===== src/rtl/smhp_consts.svh =====
/*
  constants of the submessage header parser: message layout, receiver initial values,
  register offsets and fields, stream word layout.
  assumes it is included by bare name after the package; holds definitions only.
*/
`ifndef SMHP_CONSTS_SVH
`define SMHP_CONSTS_SVH

// message header bytes skipped before the first submessage
`define SMHP_MSG_HDR_LEN 5'd20
// flag index of the byte-order flag
`define SMHP_E_BIT 0
// receiver initial values, and the length value that runs to the message end
`define SMHP_PROTO_VER 16'h0204
`define SMHP_VENDOR_UNKNOWN 16'h0000
`define SMHP_PREFIX_UNKNOWN 96'h0
`define SMHP_TIME_INVALID 64'hFFFF_FFFF_FFFF_FFFF
`define SMHP_ADDR_INVALID 128'h0
`define SMHP_PORT_INVALID 32'h0
`define SMHP_LEN_TO_END 16'h0000
// register offsets (byte addresses)
`define SMHP_REG_CTRL 4'h0
`define SMHP_REG_STATUS 4'h4
`define SMHP_REG_KIND 4'h8
`define SMHP_CTRL_EN_BIT 0
`define SMHP_CTRL_RESET 1'b1
`define SMHP_KW_ID_HI 15
`define SMHP_KW_ID_LO 8
`define SMHP_KW_MASK_HI 7
`define SMHP_KW_MASK_LO 0
// kind table entry: bit 0 marks a known kind, bits 7:1 the flags that kind uses
`define SMHP_KT_KNOWN_BIT 0
// stream word layout
`define SMHP_WORD_W 28
`define SMHP_FIFO_DEPTH 4
`define SMHP_W_BYTE_LO 0
`define SMHP_W_KIND_LO 8
`define SMHP_W_FLAGS_LO 16
`define SMHP_W_LAST 24
`define SMHP_W_FIRST 25
`define SMHP_W_LITTLE 26
`define SMHP_W_ERR 27

`endif


===== src/rtl/smhp_pkg.sv =====
/*
  types of the submessage header parser.
  assumes nothing beyond a SystemVerilog compiler.
*/
package smhp_pkg;
  // parser states
  typedef enum logic [2:0] {
    SMHP_IDLE = 3'b000,
    SMHP_MHDR = 3'b001,
    SMHP_SID = 3'b010,
    SMHP_SFLG = 3'b011,
    SMHP_SLEN0 = 3'b100,
    SMHP_SLEN1 = 3'b101,
    SMHP_BODY = 3'b110
  } smhp_state_t;
endpackage : smhp_pkg


===== src/rtl/smhp_parser.sv =====
/*
  submessage header parser with per-message receiver context.
  takes whole messages as a byte stream (last byte marked), skips the message header,
  splits submessages, forwards bodies of known kinds through a 4-word fifo and keeps
  the receiver context that handlers may update. assumes the byte source and the
  handlers run on clk, and that software fills the kind table before traffic.
*/
// Functional notes
// header is kind, eight flags, 16-bit length
// flag 0 is always the byte-order flag
// body big-endian when flag clear, little otherwise
// flags 1..7 meaning depends on kind
// length counts contents only, not header
// nonzero length locates next submessage header
// zero length: last submessage, runs to end
// context persists across submessages of one message
// context reset at every message start
// initial version, vendor, prefixes, timestamp values
// unicast reply locator: transport, source address
// multicast reply locator: transport, invalid address/port
// truncated header or bad length: rest invalid
// unknown kind skipped by its length
// length read in header's own byte order
`timescale 1ns/1ps
`default_nettype none
`include "smhp_consts.svh"
module smhp_parser
  import smhp_pkg::*;
(
  input wire logic clk,
  input wire logic reset,
  input wire logic [3:0] regAddr,
  input wire logic [31:0] regWrData,
  input wire logic regWr,
  input wire logic regRd,
  output logic [31:0] regRdData,
  input wire logic [7:0] inByte,
  input wire logic inValid,
  input wire logic inLast,
  output logic inReady,
  input wire logic [95:0] localPrefix,
  input wire logic [31:0] transportKind,
  input wire logic [127:0] srcAddr,
  input wire logic srcAddrValid,
  input wire logic updSrcValid,
  input wire logic [15:0] updSrcVersion,
  input wire logic [15:0] updSrcVendor,
  input wire logic [95:0] updSrcPrefix,
  input wire logic updDstValid,
  input wire logic [95:0] updDstPrefix,
  input wire logic updTsValid,
  input wire logic updTsHave,
  input wire logic [63:0] updTs,
  output logic subValid,
  input wire logic subReady,
  output logic [7:0] subByte,
  output logic [7:0] subKind,
  output logic [7:0] subFlags,
  output logic subFirst,
  output logic subLast,
  output logic subLittle,
  output logic subErr,
  output logic [15:0] ctxVersion,
  output logic [15:0] ctxVendor,
  output logic [95:0] ctxSrcPrefix,
  output logic [95:0] ctxDstPrefix,
  output logic ctxHaveTs,
  output logic [63:0] ctxTs,
  output logic [31:0] ucKind,
  output logic [127:0] ucAddr,
  output logic [31:0] ucPort,
  output logic [31:0] mcKind,
  output logic [127:0] mcAddr,
  output logic [31:0] mcPort
);
  // length in the byte order chosen by the header's own flag
  function automatic logic [15:0] smhpLen(input logic [7:0] first, input logic [7:0] second,
                                          input logic little);
    smhpLen = little ? {second, first} : {first, second};
  endfunction : smhpLen

  smhp_state_t st_q, st_d; // parser state
  logic [4:0] hdrCnt_q, hdrCnt_d; // message header bytes seen
  logic [7:0] kind_q, kind_d; // kind of the current submessage
  logic [7:0] flags_q, flags_d; // raw flags of the current submessage
  logic [7:0] lenLo_q, lenLo_d; // first length byte on the wire
  logic [15:0] left_q, left_d; // body bytes still to come
  logic toEnd_q, toEnd_d; // body runs to message end
  logic deliver_q, deliver_d; // kind known, body goes downstream
  logic first_q, first_d; // next body byte is the first
  logic enable_q, enable_d; // software enable
  logic [15:0] msgCnt_q, msgCnt_d; // messages finished cleanly
  logic [15:0] badCnt_q, badCnt_d; // messages cut short
  logic [31:0] regRdData_q, regRdData_d; // read data, one cycle after the strobe
  logic accept; // byte taken this cycle
  logic msgStart; // first byte of a message taken
  logic msgGood, msgBad; // message ends cleanly or invalid
  logic pushValid, pushReady; // fifo fill side
  logic [`SMHP_WORD_W-1:0] pushWord, popWord;
  logic pushErr, pushLast;
  logic [15:0] lenNow; // length decoded from the current header
  logic [7:0] kindInfo; // kind table entry for kind_q
  logic ramRd, ramWr;

  assign lenNow = smhpLen(lenLo_q, inByte, flags_q[`SMHP_E_BIT]); // see R15
  // stall the source while disabled or while a body byte waits for fifo room
  assign inReady = enable_q && !(st_q == SMHP_BODY && deliver_q && !pushReady);
  assign accept = inValid && inReady;
  assign ramRd = accept && st_q == SMHP_SID;
  assign ramWr = regWr && regAddr == `SMHP_REG_KIND;

  // parser state machine
  always_comb begin
    st_d = st_q;
    hdrCnt_d = hdrCnt_q;
    kind_d = kind_q;
    flags_d = flags_q;
    lenLo_d = lenLo_q;
    left_d = left_q;
    toEnd_d = toEnd_q;
    deliver_d = deliver_q;
    first_d = first_q;
    msgStart = 1'b0;
    msgGood = 1'b0;
    msgBad = 1'b0;
    pushValid = 1'b0;
    pushErr = 1'b0;
    pushLast = 1'b0;
    if (accept) begin
      case (st_q)
        SMHP_IDLE: begin
          msgStart = 1'b1;
          hdrCnt_d = 5'd1;
          if (inLast) begin
            msgBad = 1'b1; // message shorter than its header
          end else begin
            st_d = SMHP_MHDR;
          end
        end
        SMHP_MHDR: begin
          hdrCnt_d = hdrCnt_q + 5'd1;
          if (inLast) begin
            msgBad = 1'b1;
            st_d = SMHP_IDLE;
          end else if (hdrCnt_q == `SMHP_MSG_HDR_LEN - 5'd1) begin
            st_d = SMHP_SID;
          end
        end
        SMHP_SID: begin
          kind_d = inByte;
          if (inLast) begin
            msgBad = 1'b1;
            st_d = SMHP_IDLE;
          end else begin
            st_d = SMHP_SFLG;
          end
        end
        SMHP_SFLG: begin
          flags_d = inByte;
          if (inLast) begin
            msgBad = 1'b1;
            st_d = SMHP_IDLE;
          end else begin
            st_d = SMHP_SLEN0;
          end
        end
        SMHP_SLEN0: begin
          lenLo_d = inByte;
          if (inLast) begin
            msgBad = 1'b1;
            st_d = SMHP_IDLE;
          end else begin
            st_d = SMHP_SLEN1;
          end
        end
        SMHP_SLEN1: begin
          // length covers the body only, so counting starts after this byte
          left_d = lenNow;
          toEnd_d = (lenNow == `SMHP_LEN_TO_END);
          deliver_d = kindInfo[`SMHP_KT_KNOWN_BIT];
          first_d = 1'b1;
          if (inLast && toEnd_d) begin
            msgGood = 1'b1; // empty final submessage
            st_d = SMHP_IDLE;
          end else if (inLast) begin
            msgBad = 1'b1; // length beyond the message
            st_d = SMHP_IDLE;
          end else begin
            st_d = SMHP_BODY;
          end
        end
        SMHP_BODY: begin
          pushValid = deliver_q;
          first_d = 1'b0;
          left_d = left_q - 16'd1;
          pushLast = toEnd_q ? inLast : (left_q == 16'd1 || inLast);
          if (!toEnd_q && inLast && left_q != 16'd1) begin
            msgBad = 1'b1; // length exceeds remaining bytes, see R6
            pushErr = 1'b1;
            st_d = SMHP_IDLE;
          end else if (inLast) begin
            msgGood = 1'b1;
            st_d = SMHP_IDLE;
          end else if (!toEnd_q && left_q == 16'd1) begin
            st_d = SMHP_SID;
          end
        end
        default: begin
          st_d = SMHP_IDLE;
        end
      endcase
    end
  end

  // control, status and read data
  always_comb begin
    enable_d = enable_q;
    msgCnt_d = msgGood ? msgCnt_q + 16'd1 : msgCnt_q;
    badCnt_d = msgBad ? badCnt_q + 16'd1 : badCnt_q;
    regRdData_d = 32'h0000_0000; // unmapped and write-only offsets read zero
    if (regWr && regAddr == `SMHP_REG_CTRL) begin
      enable_d = regWrData[`SMHP_CTRL_EN_BIT];
    end
    if (regRd) begin
      case (regAddr)
        `SMHP_REG_CTRL: regRdData_d = {31'h0, enable_q};
        `SMHP_REG_STATUS: regRdData_d = {badCnt_q, msgCnt_q};
        default: regRdData_d = 32'h0000_0000;
      endcase
    end
  end

  always_ff @(posedge clk or posedge reset) begin
    if (reset) begin
      st_q <= SMHP_IDLE;
      hdrCnt_q <= 5'd0;
      kind_q <= 8'h00;
      flags_q <= 8'h00;
      lenLo_q <= 8'h00;
      left_q <= 16'h0000;
      toEnd_q <= 1'b0;
      deliver_q <= 1'b0;
      first_q <= 1'b0;
      enable_q <= `SMHP_CTRL_RESET;
      msgCnt_q <= 16'h0000;
      badCnt_q <= 16'h0000;
      regRdData_q <= 32'h0000_0000;
    end else begin
      st_q <= st_d;
      hdrCnt_q <= hdrCnt_d;
      kind_q <= kind_d;
      flags_q <= flags_d;
      lenLo_q <= lenLo_d;
      left_q <= left_d;
      toEnd_q <= toEnd_d;
      deliver_q <= deliver_d;
      first_q <= first_d;
      enable_q <= enable_d;
      msgCnt_q <= msgCnt_d;
      badCnt_q <= badCnt_d;
      regRdData_q <= regRdData_d;
    end
  end
  assign regRdData = regRdData_q;

  // receiver context: message start wins over handler updates
  logic [15:0] ver_q, ver_d, ven_q, ven_d;
  logic [95:0] srcP_q, srcP_d, dstP_q, dstP_d;
  logic haveTs_q, haveTs_d;
  logic [63:0] ts_q, ts_d;
  logic [31:0] ucK_q, ucK_d, mcK_q, mcK_d;
  logic [127:0] ucA_q, ucA_d;
  always_comb begin
    ver_d = ver_q;
    ven_d = ven_q;
    srcP_d = srcP_q;
    dstP_d = dstP_q;
    haveTs_d = haveTs_q;
    ts_d = ts_q;
    ucK_d = ucK_q;
    ucA_d = ucA_q;
    mcK_d = mcK_q;
    if (msgStart) begin
      ver_d = `SMHP_PROTO_VER;
      ven_d = `SMHP_VENDOR_UNKNOWN;
      srcP_d = `SMHP_PREFIX_UNKNOWN;
      dstP_d = localPrefix;
      haveTs_d = 1'b0;
      ts_d = `SMHP_TIME_INVALID;
      ucK_d = transportKind;
      ucA_d = srcAddrValid ? srcAddr : `SMHP_ADDR_INVALID;
      mcK_d = transportKind;
    end else begin
      // handlers change the context for later submessages of this message
      if (updSrcValid) begin
        ver_d = updSrcVersion;
        ven_d = updSrcVendor;
        srcP_d = updSrcPrefix;
      end
      if (updDstValid) begin
        dstP_d = updDstPrefix;
      end
      if (updTsValid) begin
        haveTs_d = updTsHave;
        ts_d = updTs;
      end
    end
  end

  always_ff @(posedge clk or posedge reset) begin
    if (reset) begin
      ver_q <= `SMHP_PROTO_VER;
      ven_q <= `SMHP_VENDOR_UNKNOWN;
      srcP_q <= `SMHP_PREFIX_UNKNOWN;
      dstP_q <= `SMHP_PREFIX_UNKNOWN;
      haveTs_q <= 1'b0;
      ts_q <= `SMHP_TIME_INVALID;
      ucK_q <= 32'h0000_0000;
      ucA_q <= `SMHP_ADDR_INVALID;
      mcK_q <= 32'h0000_0000;
    end else begin
      ver_q <= ver_d;
      ven_q <= ven_d;
      srcP_q <= srcP_d;
      dstP_q <= dstP_d;
      haveTs_q <= haveTs_d;
      ts_q <= ts_d;
      ucK_q <= ucK_d;
      ucA_q <= ucA_d;
      mcK_q <= mcK_d;
    end
  end
  assign ctxVersion = ver_q;
  assign ctxVendor = ven_q;
  assign ctxSrcPrefix = srcP_q;
  assign ctxDstPrefix = dstP_q;
  assign ctxHaveTs = haveTs_q;
  assign ctxTs = ts_q;
  assign ucKind = ucK_q;
  assign ucAddr = ucA_q;
  assign ucPort = `SMHP_PORT_INVALID;
  assign mcKind = mcK_q;
  assign mcAddr = `SMHP_ADDR_INVALID;
  assign mcPort = `SMHP_PORT_INVALID;

  // kind table: software writes {kind, entry}; lookup on the kind byte
  smhp_kind_ram uKindRam (
    .clk(clk),
    .reset(reset),
    .wrEn(ramWr),
    .wrAddr(regWrData[`SMHP_KW_ID_HI:`SMHP_KW_ID_LO]),
    .wrData(regWrData[`SMHP_KW_MASK_HI:`SMHP_KW_MASK_LO]),
    .rdEn(ramRd),
    .rdAddr(inByte),
    .rdData(kindInfo)
  );

  // flags 1..7 pass only where this kind defines them; flag 0 always passes
  assign pushWord = {pushErr, flags_q[`SMHP_E_BIT], first_q, pushLast,
                     flags_q[7:1] & kindInfo[7:1], flags_q[`SMHP_E_BIT], kind_q, inByte}; // see R4

  smhp_fifo #(.WIDTH(`SMHP_WORD_W), .DEPTH(`SMHP_FIFO_DEPTH)) uFifo (
    .clk(clk),
    .reset(reset),
    .wrValid(pushValid),
    .wrReady(pushReady),
    .wrData(pushWord),
    .rdValid(subValid),
    .rdReady(subReady),
    .rdData(popWord)
  );
  assign subByte = popWord[`SMHP_W_BYTE_LO +: 8];
  assign subKind = popWord[`SMHP_W_KIND_LO +: 8];
  assign subFlags = popWord[`SMHP_W_FLAGS_LO +: 8];
  assign subLast = popWord[`SMHP_W_LAST];
  assign subFirst = popWord[`SMHP_W_FIRST];
  assign subLittle = popWord[`SMHP_W_LITTLE];
  assign subErr = popWord[`SMHP_W_ERR];
endmodule : smhp_parser
`default_nettype wire


===== src/rtl/smhp_fifo.sv =====
/*
  small synchronous fifo with valid/ready on both sides.
  assumes one clock and an asynchronous active-high reset.
*/
`timescale 1ns/1ps
`default_nettype none
module smhp_fifo #(
  parameter int WIDTH = 8,
  parameter int DEPTH = 4
) (
  input wire logic clk,
  input wire logic reset,
  input wire logic wrValid,
  output logic wrReady,
  input wire logic [WIDTH-1:0] wrData,
  output logic rdValid,
  input wire logic rdReady,
  output logic [WIDTH-1:0] rdData
);
  localparam int AW = $clog2(DEPTH);
  logic [WIDTH-1:0] mem_q [DEPTH]; // storage, no reset needed
  logic [AW-1:0] wrPtr_q, wrPtr_d; // write pointer
  logic [AW-1:0] rdPtr_q, rdPtr_d; // read pointer
  logic [AW:0] count_q, count_d; // fill level, one bit wider than pointers
  logic doWr, doRd;

  // handshakes: full and empty come straight from the level
  assign wrReady = (count_q < (AW+1)'(DEPTH)); // room left while the level is below the depth
  assign rdValid = (count_q != '0);
  assign rdData = mem_q[rdPtr_q];
  assign doWr = wrValid && wrReady;
  assign doRd = rdValid && rdReady;

  // pointer and level next values; pointers wrap at the depth
  always_comb begin
    wrPtr_d = wrPtr_q;
    rdPtr_d = rdPtr_q;
    count_d = count_q;
    if (doWr) begin
      wrPtr_d = (wrPtr_q == AW'(DEPTH - 1)) ? '0 : wrPtr_q + 1'b1;
    end
    if (doRd) begin
      rdPtr_d = (rdPtr_q == AW'(DEPTH - 1)) ? '0 : rdPtr_q + 1'b1;
    end
    if (doWr && !doRd) begin
      count_d = count_q + 1'b1;
    end else if (doRd && !doWr) begin
      count_d = count_q - 1'b1;
    end
  end

  // register pointers and level
  always_ff @(posedge clk or posedge reset) begin
    if (reset) begin
      wrPtr_q <= '0;
      rdPtr_q <= '0;
      count_q <= '0;
    end else begin
      wrPtr_q <= wrPtr_d;
      rdPtr_q <= rdPtr_d;
      count_q <= count_d;
    end
  end

  // storage write
  always_ff @(posedge clk) begin
    if (doWr) begin
      mem_q[wrPtr_q] <= wrData;
    end
  end
endmodule : smhp_fifo
`default_nettype wire


===== src/rtl/smhp_kind_ram.sv =====
/*
  256-entry table of submessage kinds: one byte per kind, registered read.
  assumes one clock; writes come from software, reads from the parser.
*/
`timescale 1ns/1ps
`default_nettype none
module smhp_kind_ram (
  input wire logic clk,
  input wire logic reset,
  input wire logic wrEn,
  input wire logic [7:0] wrAddr,
  input wire logic [7:0] wrData,
  input wire logic rdEn,
  input wire logic [7:0] rdAddr,
  output logic [7:0] rdData
);
  logic [7:0] mem_q [256]; // entries start unknown until software fills them
  logic [7:0] rdData_q, rdData_d; // registered read word

  // read data holds until the next lookup
  always_comb begin
    rdData_d = rdEn ? mem_q[rdAddr] : rdData_q;
  end

  always_ff @(posedge clk or posedge reset) begin
    if (reset) begin
      rdData_q <= 8'h00;
    end else begin
      rdData_q <= rdData_d;
    end
  end

  // table write
  always_ff @(posedge clk) begin
    if (wrEn) begin
      mem_q[wrAddr] <= wrData;
    end
  end

  assign rdData = rdData_q;
endmodule : smhp_kind_ram
`default_nettype wire


===== config.mk =====
export PLATFORM = sky130hd
export DESIGN_NAME = smhp_parser
export DESIGN_NICKNAME = d
export VERILOG_FILES = /design/src/rtl/smhp_pkg.sv /design/src/rtl/smhp_parser.sv /design/src/rtl/smhp_fifo.sv /design/src/rtl/smhp_kind_ram.sv
export VERILOG_INCLUDE_DIRS = /design/src /design/src/rtl
export SDC_FILE = /design/constraint.sdc
export NUM_CORES = 2
export LEC_CHECK = 0
export BUFFER_PORTS_ARGS = -buffer_cell sky130_fd_sc_hd__clkbuf_2
export CORE_AREA = 2 2 514 516
export CTS_CLUSTER_DIAMETER = 150
export DETAILED_ROUTE_END_ITERATION = 6
export DIE_AREA = 0 0 516 518
export PLACE_DENSITY = 0.61
export SETUP_SLACK_MARGIN = 0.15
export SYNTH_ARGS = -nofsm -noshare
export SYNTH_HDL_FRONTEND = slang
export SYNTH_SLANG_ARGS = --single-unit

===== constraint.sdc =====
create_clock -name clk -period 46.4 [get_ports clk]
set_input_delay 6.96 -clock clk [delete_from_list [all_inputs] [get_ports clk]]
set_output_delay 6.96 -clock clk [all_outputs]
set_load 0.02 [all_outputs]

==> parameters.txt <==
Parameter                              Value

Timing
  Number of setup violations in the final report    0
  Final Hold Vio Count    0
  Largest clock skew in the final design    approximately 0.074 ns
  Max-slew violation count    0
  Crit share post-route    24.5%
  Transition time of the tightest slew-check pin    around 1.3 ns
  Final Hold Slack    approximately 0.46 ns
  Sum of negative setup slack    0 ns
  Timing-limited maximum frequency    0.0879 GHz
  Slew headroom    12.6%
  Unrepaired setup endpoints after global routing    no
  Post-layout minimum cycle time    approximately 11 ns

Logic synthesis
  Total of warnings raised by yosys    0
  Mean instance size in the synthesized netlist    ~17 sq um
  Share of flip-flops with an asynchronous set or reset after synthesis    21.2%
  Synthesized area    between 100000 and 150000 sq um
  Cell count after synthesis    approximately 6300
  Count of flip-flops with a built-in enable after synthesis    2156
  Register bit count reported by yosys    ~2700
  Seq/Total Area, Yosys    between 70% and 80%
  Netlist cell types    75
  Dominant register cell in the synthesized netlist    sky130_fd_sc_hd__edfxtp_1

Critical path
  End of the worst register-to-register path    ctxDstPrefix[35]
  Reg-to-reg startpoint    enable_q
  Kind of end point of the critical path    flop
  Category of the critical setup timing path    primary input to flop
  Endpoint arrival time on the critical path    around 12 ns
  Flop2flop setup slack    between 40 and 50 ns
  Worst setup SP type    primary input
  Highest net fanout along the worst path    70
  Cell depth of the worst flop-to-flop path    8
  Critical path required time    around 47 ns

Clock tree
  Total number of clock tree sinks    between 2000 and 3000
  Total setup buffers inserted after CTS    0
  Post-CTS clock slew at the launch and capture registers of the worst setup and hold paths    approximately 0.06 ns
  Post-CTS sizing    0
  Clock tree from TritonCTS    built
  H-tree lvl count    5
  Worst-skew pair later-pin latency    0.97 ns
  Num CTS Buffers    between 300 and 400
  Maximum buffer depth of the clock tree    4
  CTS root buffer    sky130_fd_sc_hd__clkbuf_16
  Hold buffer count at cts    0

Floorplan
  Count of pins on the block boundary    1335
  Die area    about 270000 sq um
  Row count    roughly 190
  Floorplan die height    about 520 um
  Starting Density    between 40% and 50%
  Core Area    around 260000 sq um
  Die boundary width    about 520 um

Power and ir drop
  Internal Power    4.52 mW
  Part of the total power dissipated in the clock network    a little under two fifths
  Cell Pwr Density    51.5 nW/um^2
  Switch Pwr    roughly 2 mW
  Peak supply drop    0.0439 mV
  Switching share of power    31.0%
  Fraction of power consumed by combinational cells    between 10% and 20%
  Cell leakage power    47.1 nW
  Sequential fraction of design power    around 46%

Detailed routing
  Detail Route met3 WL    74000 um
  Wire length per cell after detailed routing    around 41 um
  Remaining design rule violation count    0
  Drt pass-1 iters    5
  Total length of routed met2 wires    about 180000 um
  Violation count after the first detailed-route iteration    between 10000 and 15000
  Routed metal-1 wirelength    between 150000 and 200000 um
  Top Layer Used    met5
  Avg Vias per Cell    about 6.0
  Post-DRT Antenna Nets    0
  Routed vias    between 60000 and 70000
  Total wire length    around 470000 um

Placement
  Placed Instance Area    117000 sq um
  Sum of net half-perimeters after detailed placement    about 350000 um
  Routability Congestion    1.07
  Count of input and output buffers    roughly 1100
  Cell total after placement    roughly 11000

Layout
  Count of fill cells added during filler insertion    around 22000
  Area of the multi-input gates    roughly 27000 sq um
  Net count, final    about 8100
  Area taken by flip-flops and latches    roughly 79000 sq um
  Final design instance area without fill    between 100000 and 150000 sq um
  Fraction of final layout cells with drive strength greater than 1    30.1%
  Final cell count without fillers    around 11000
  Layout-stage area growth over the synthesis result    16.6%

Outcome
  Status    completed

Worst hold path
  Worst Hold Depth    2
  Hold Crit Start    ucAddr[44]
  Min-delay worst type    flop to flop
  Terminating pin of the worst hold path    ucAddr[44]

GRT
  Global-route wire length before repair    597000 um
  Pin count of the biggest net entering global routing    ~140
  Global-route usage over all layers    about 34%
  Remaining Overflow, GRT    0
  Number of global-route vias before repair    approximately 62000
  Number of antenna violations at the first check in global routing    roughly 190

Run
  Max-cap violation count    0
[synthesized netlist by cell type (all sizes together), types with 23 or more instances]
master  instances  share of area (%)
edfxtp       2156                 59
nand2         621                2.1
mux4          523                 11
dfrtp         513                 12
nor2          442                1.5
buf           380                2.5
mux2i         378                3.5
clkbuf        224               0.77
nand3         167               0.77
o21ai         157               0.72
dfstp          67                1.6
a21oi          64               0.29
a22oi          64               0.44
and2           60               0.34
o22ai          53               0.30
a211oi         39               0.27
nor3           37               0.17
a22o           31               0.25
mux2           31               0.32
nor2b          29               0.17
a221oi         27               0.22
xnor2          23               0.18
[power by group through the flow]
stage | logic (mW) | registers, mW | clock network, mW
after floorplan | 0.422 | 3.13 | 0
after global placement | 1.10 | 3.06 | 0
after detailed placement | 1.10 | 3.06 | 0
after CTS | 1.11 | 3.01 | 2.42
after global routing | 1.16 | 3.04 | 2.51
final | 1.12 | 3.03 | 2.41
[cells in the final DEF (no fill, tap or decap), types with 36 or more instances in the layout]
cell type and n:
sky130_fd_sc_hd__a211oi_1 39, sky130_fd_sc_hd__a21oi_1 64, sky130_fd_sc_hd__a22oi_1 64, sky130_fd_sc_hd__and2_1 58, sky130_fd_sc_hd__buf_4 99, sky130_fd_sc_hd__clkbuf_1 68, sky130_fd_sc_hd__clkbuf_16 317, sky130_fd_sc_hd__clkbuf_2 1109
sky130_fd_sc_hd__clkinv_1 55, sky130_fd_sc_hd__clkinv_2 38, sky130_fd_sc_hd__conb_1 192, sky130_fd_sc_hd__dfrtp_1 512, sky130_fd_sc_hd__dfstp_2 67, sky130_fd_sc_hd__diode_2 51, sky130_fd_sc_hd__edfxtp_1 2156, sky130_fd_sc_hd__mux2i_1 378
sky130_fd_sc_hd__mux4_2 520, sky130_fd_sc_hd__nand2_1 612, sky130_fd_sc_hd__nand3_1 161, sky130_fd_sc_hd__nor2_1 438, sky130_fd_sc_hd__nor3_1 36, sky130_fd_sc_hd__o21ai_0 154, sky130_fd_sc_hd__o22ai_1 53
[state kept, by name (all words and copies together), names as in the netlist, 16 cells and up]
register,count
uKindRam.mem_q,2048
mcKind,32
ctxVersion,16
badCnt_q,16
ctxDstPrefix,96
ctxTs,64
ctxSrcPrefix,96
ucAddr,128
uFifo.mem_q,108
left_q,16
ctxVendor,16
msgCnt_q,16
regRdData,32
[through the flow]
stage          setup slack, ns  util, %  power (mW)
2_1_floorplan            23.32        -        3.55
3_3_place_gp             34.17     44.8        4.15
3_5_place_dp             34.20     44.8        4.17
4_1_cts                  35.19     48.6        6.55
5_1_grt                  35.07     48.6        6.72
6_report                 35.02     48.6        6.56
[how the worst max path moves through the flow]
stage / slack, ns / endpoint / startpoint
2_1_floorplan: 23.32 / badCnt_q[0] / reset
3_3_place_gp: 34.17 / uKindRam.rdData[1] / inByte[1]
3_5_place_dp: 34.20 / uKindRam.rdData[1] / inByte[1]
4_1_cts: 35.19 / uKindRam.rdData[1] / inByte[1]
5_1_grt: 35.07 / uKindRam.rdData[1] / inByte[1]
6_report: 35.02 / uKindRam.rdData[1] / inByte[1]
[worst max-delay path, stage by stage]
cell and delay [ns]:
sky130_fd_sc_hd__buf_8 0.46, sky130_fd_sc_hd__buf_4 0.69, sky130_fd_sc_hd__buf_4 0.80, sky130_fd_sc_hd__nand2b_1 0.62
sky130_fd_sc_hd__o221ai_1 0.63, sky130_fd_sc_hd__o41ai_1 0.92, sky130_fd_sc_hd__nor4_1 0.24, sky130_fd_sc_hd__and4_1 0.39
sky130_fd_sc_hd__a221o_1 0.33
[cell type report]
cell class                      count  area share, %
Antenna cell                       51          0.100
Clock buffer                      408           6.69
Clock inverter                    139           1.00
Inverter                           18         0.0590
Multi-Input combinational cell   3149           21.2
Sequential cell                  2736           62.4
Tap cell                         3515           3.46
Timing Repair Buffer             1226           5.13
[kinds of logic after synthesis]
logic type               count (synthesis)  synth area share (%)
flip-flops                            2736                  72.7
AND/OR/NAND/NOR                       1441                  5.64
multiplexers                           932                  14.6
buffers and inverters                  622                  3.37
AO/OA/AOI/OAI                          539                  3.28
XOR/XNOR                                33                 0.265
adder cells (fa/ha/maj)                 12                 0.144
other                                    1               0.00344
[per-layer routing]
layer	up-vias	track usage, %
met2	4650	44.2
li1	26400	-
met5	-	0
met1	35800	49.9
met3	691	16.2
met4	92	10.8
Note: power is estimated with default switching activity, not from simulation.
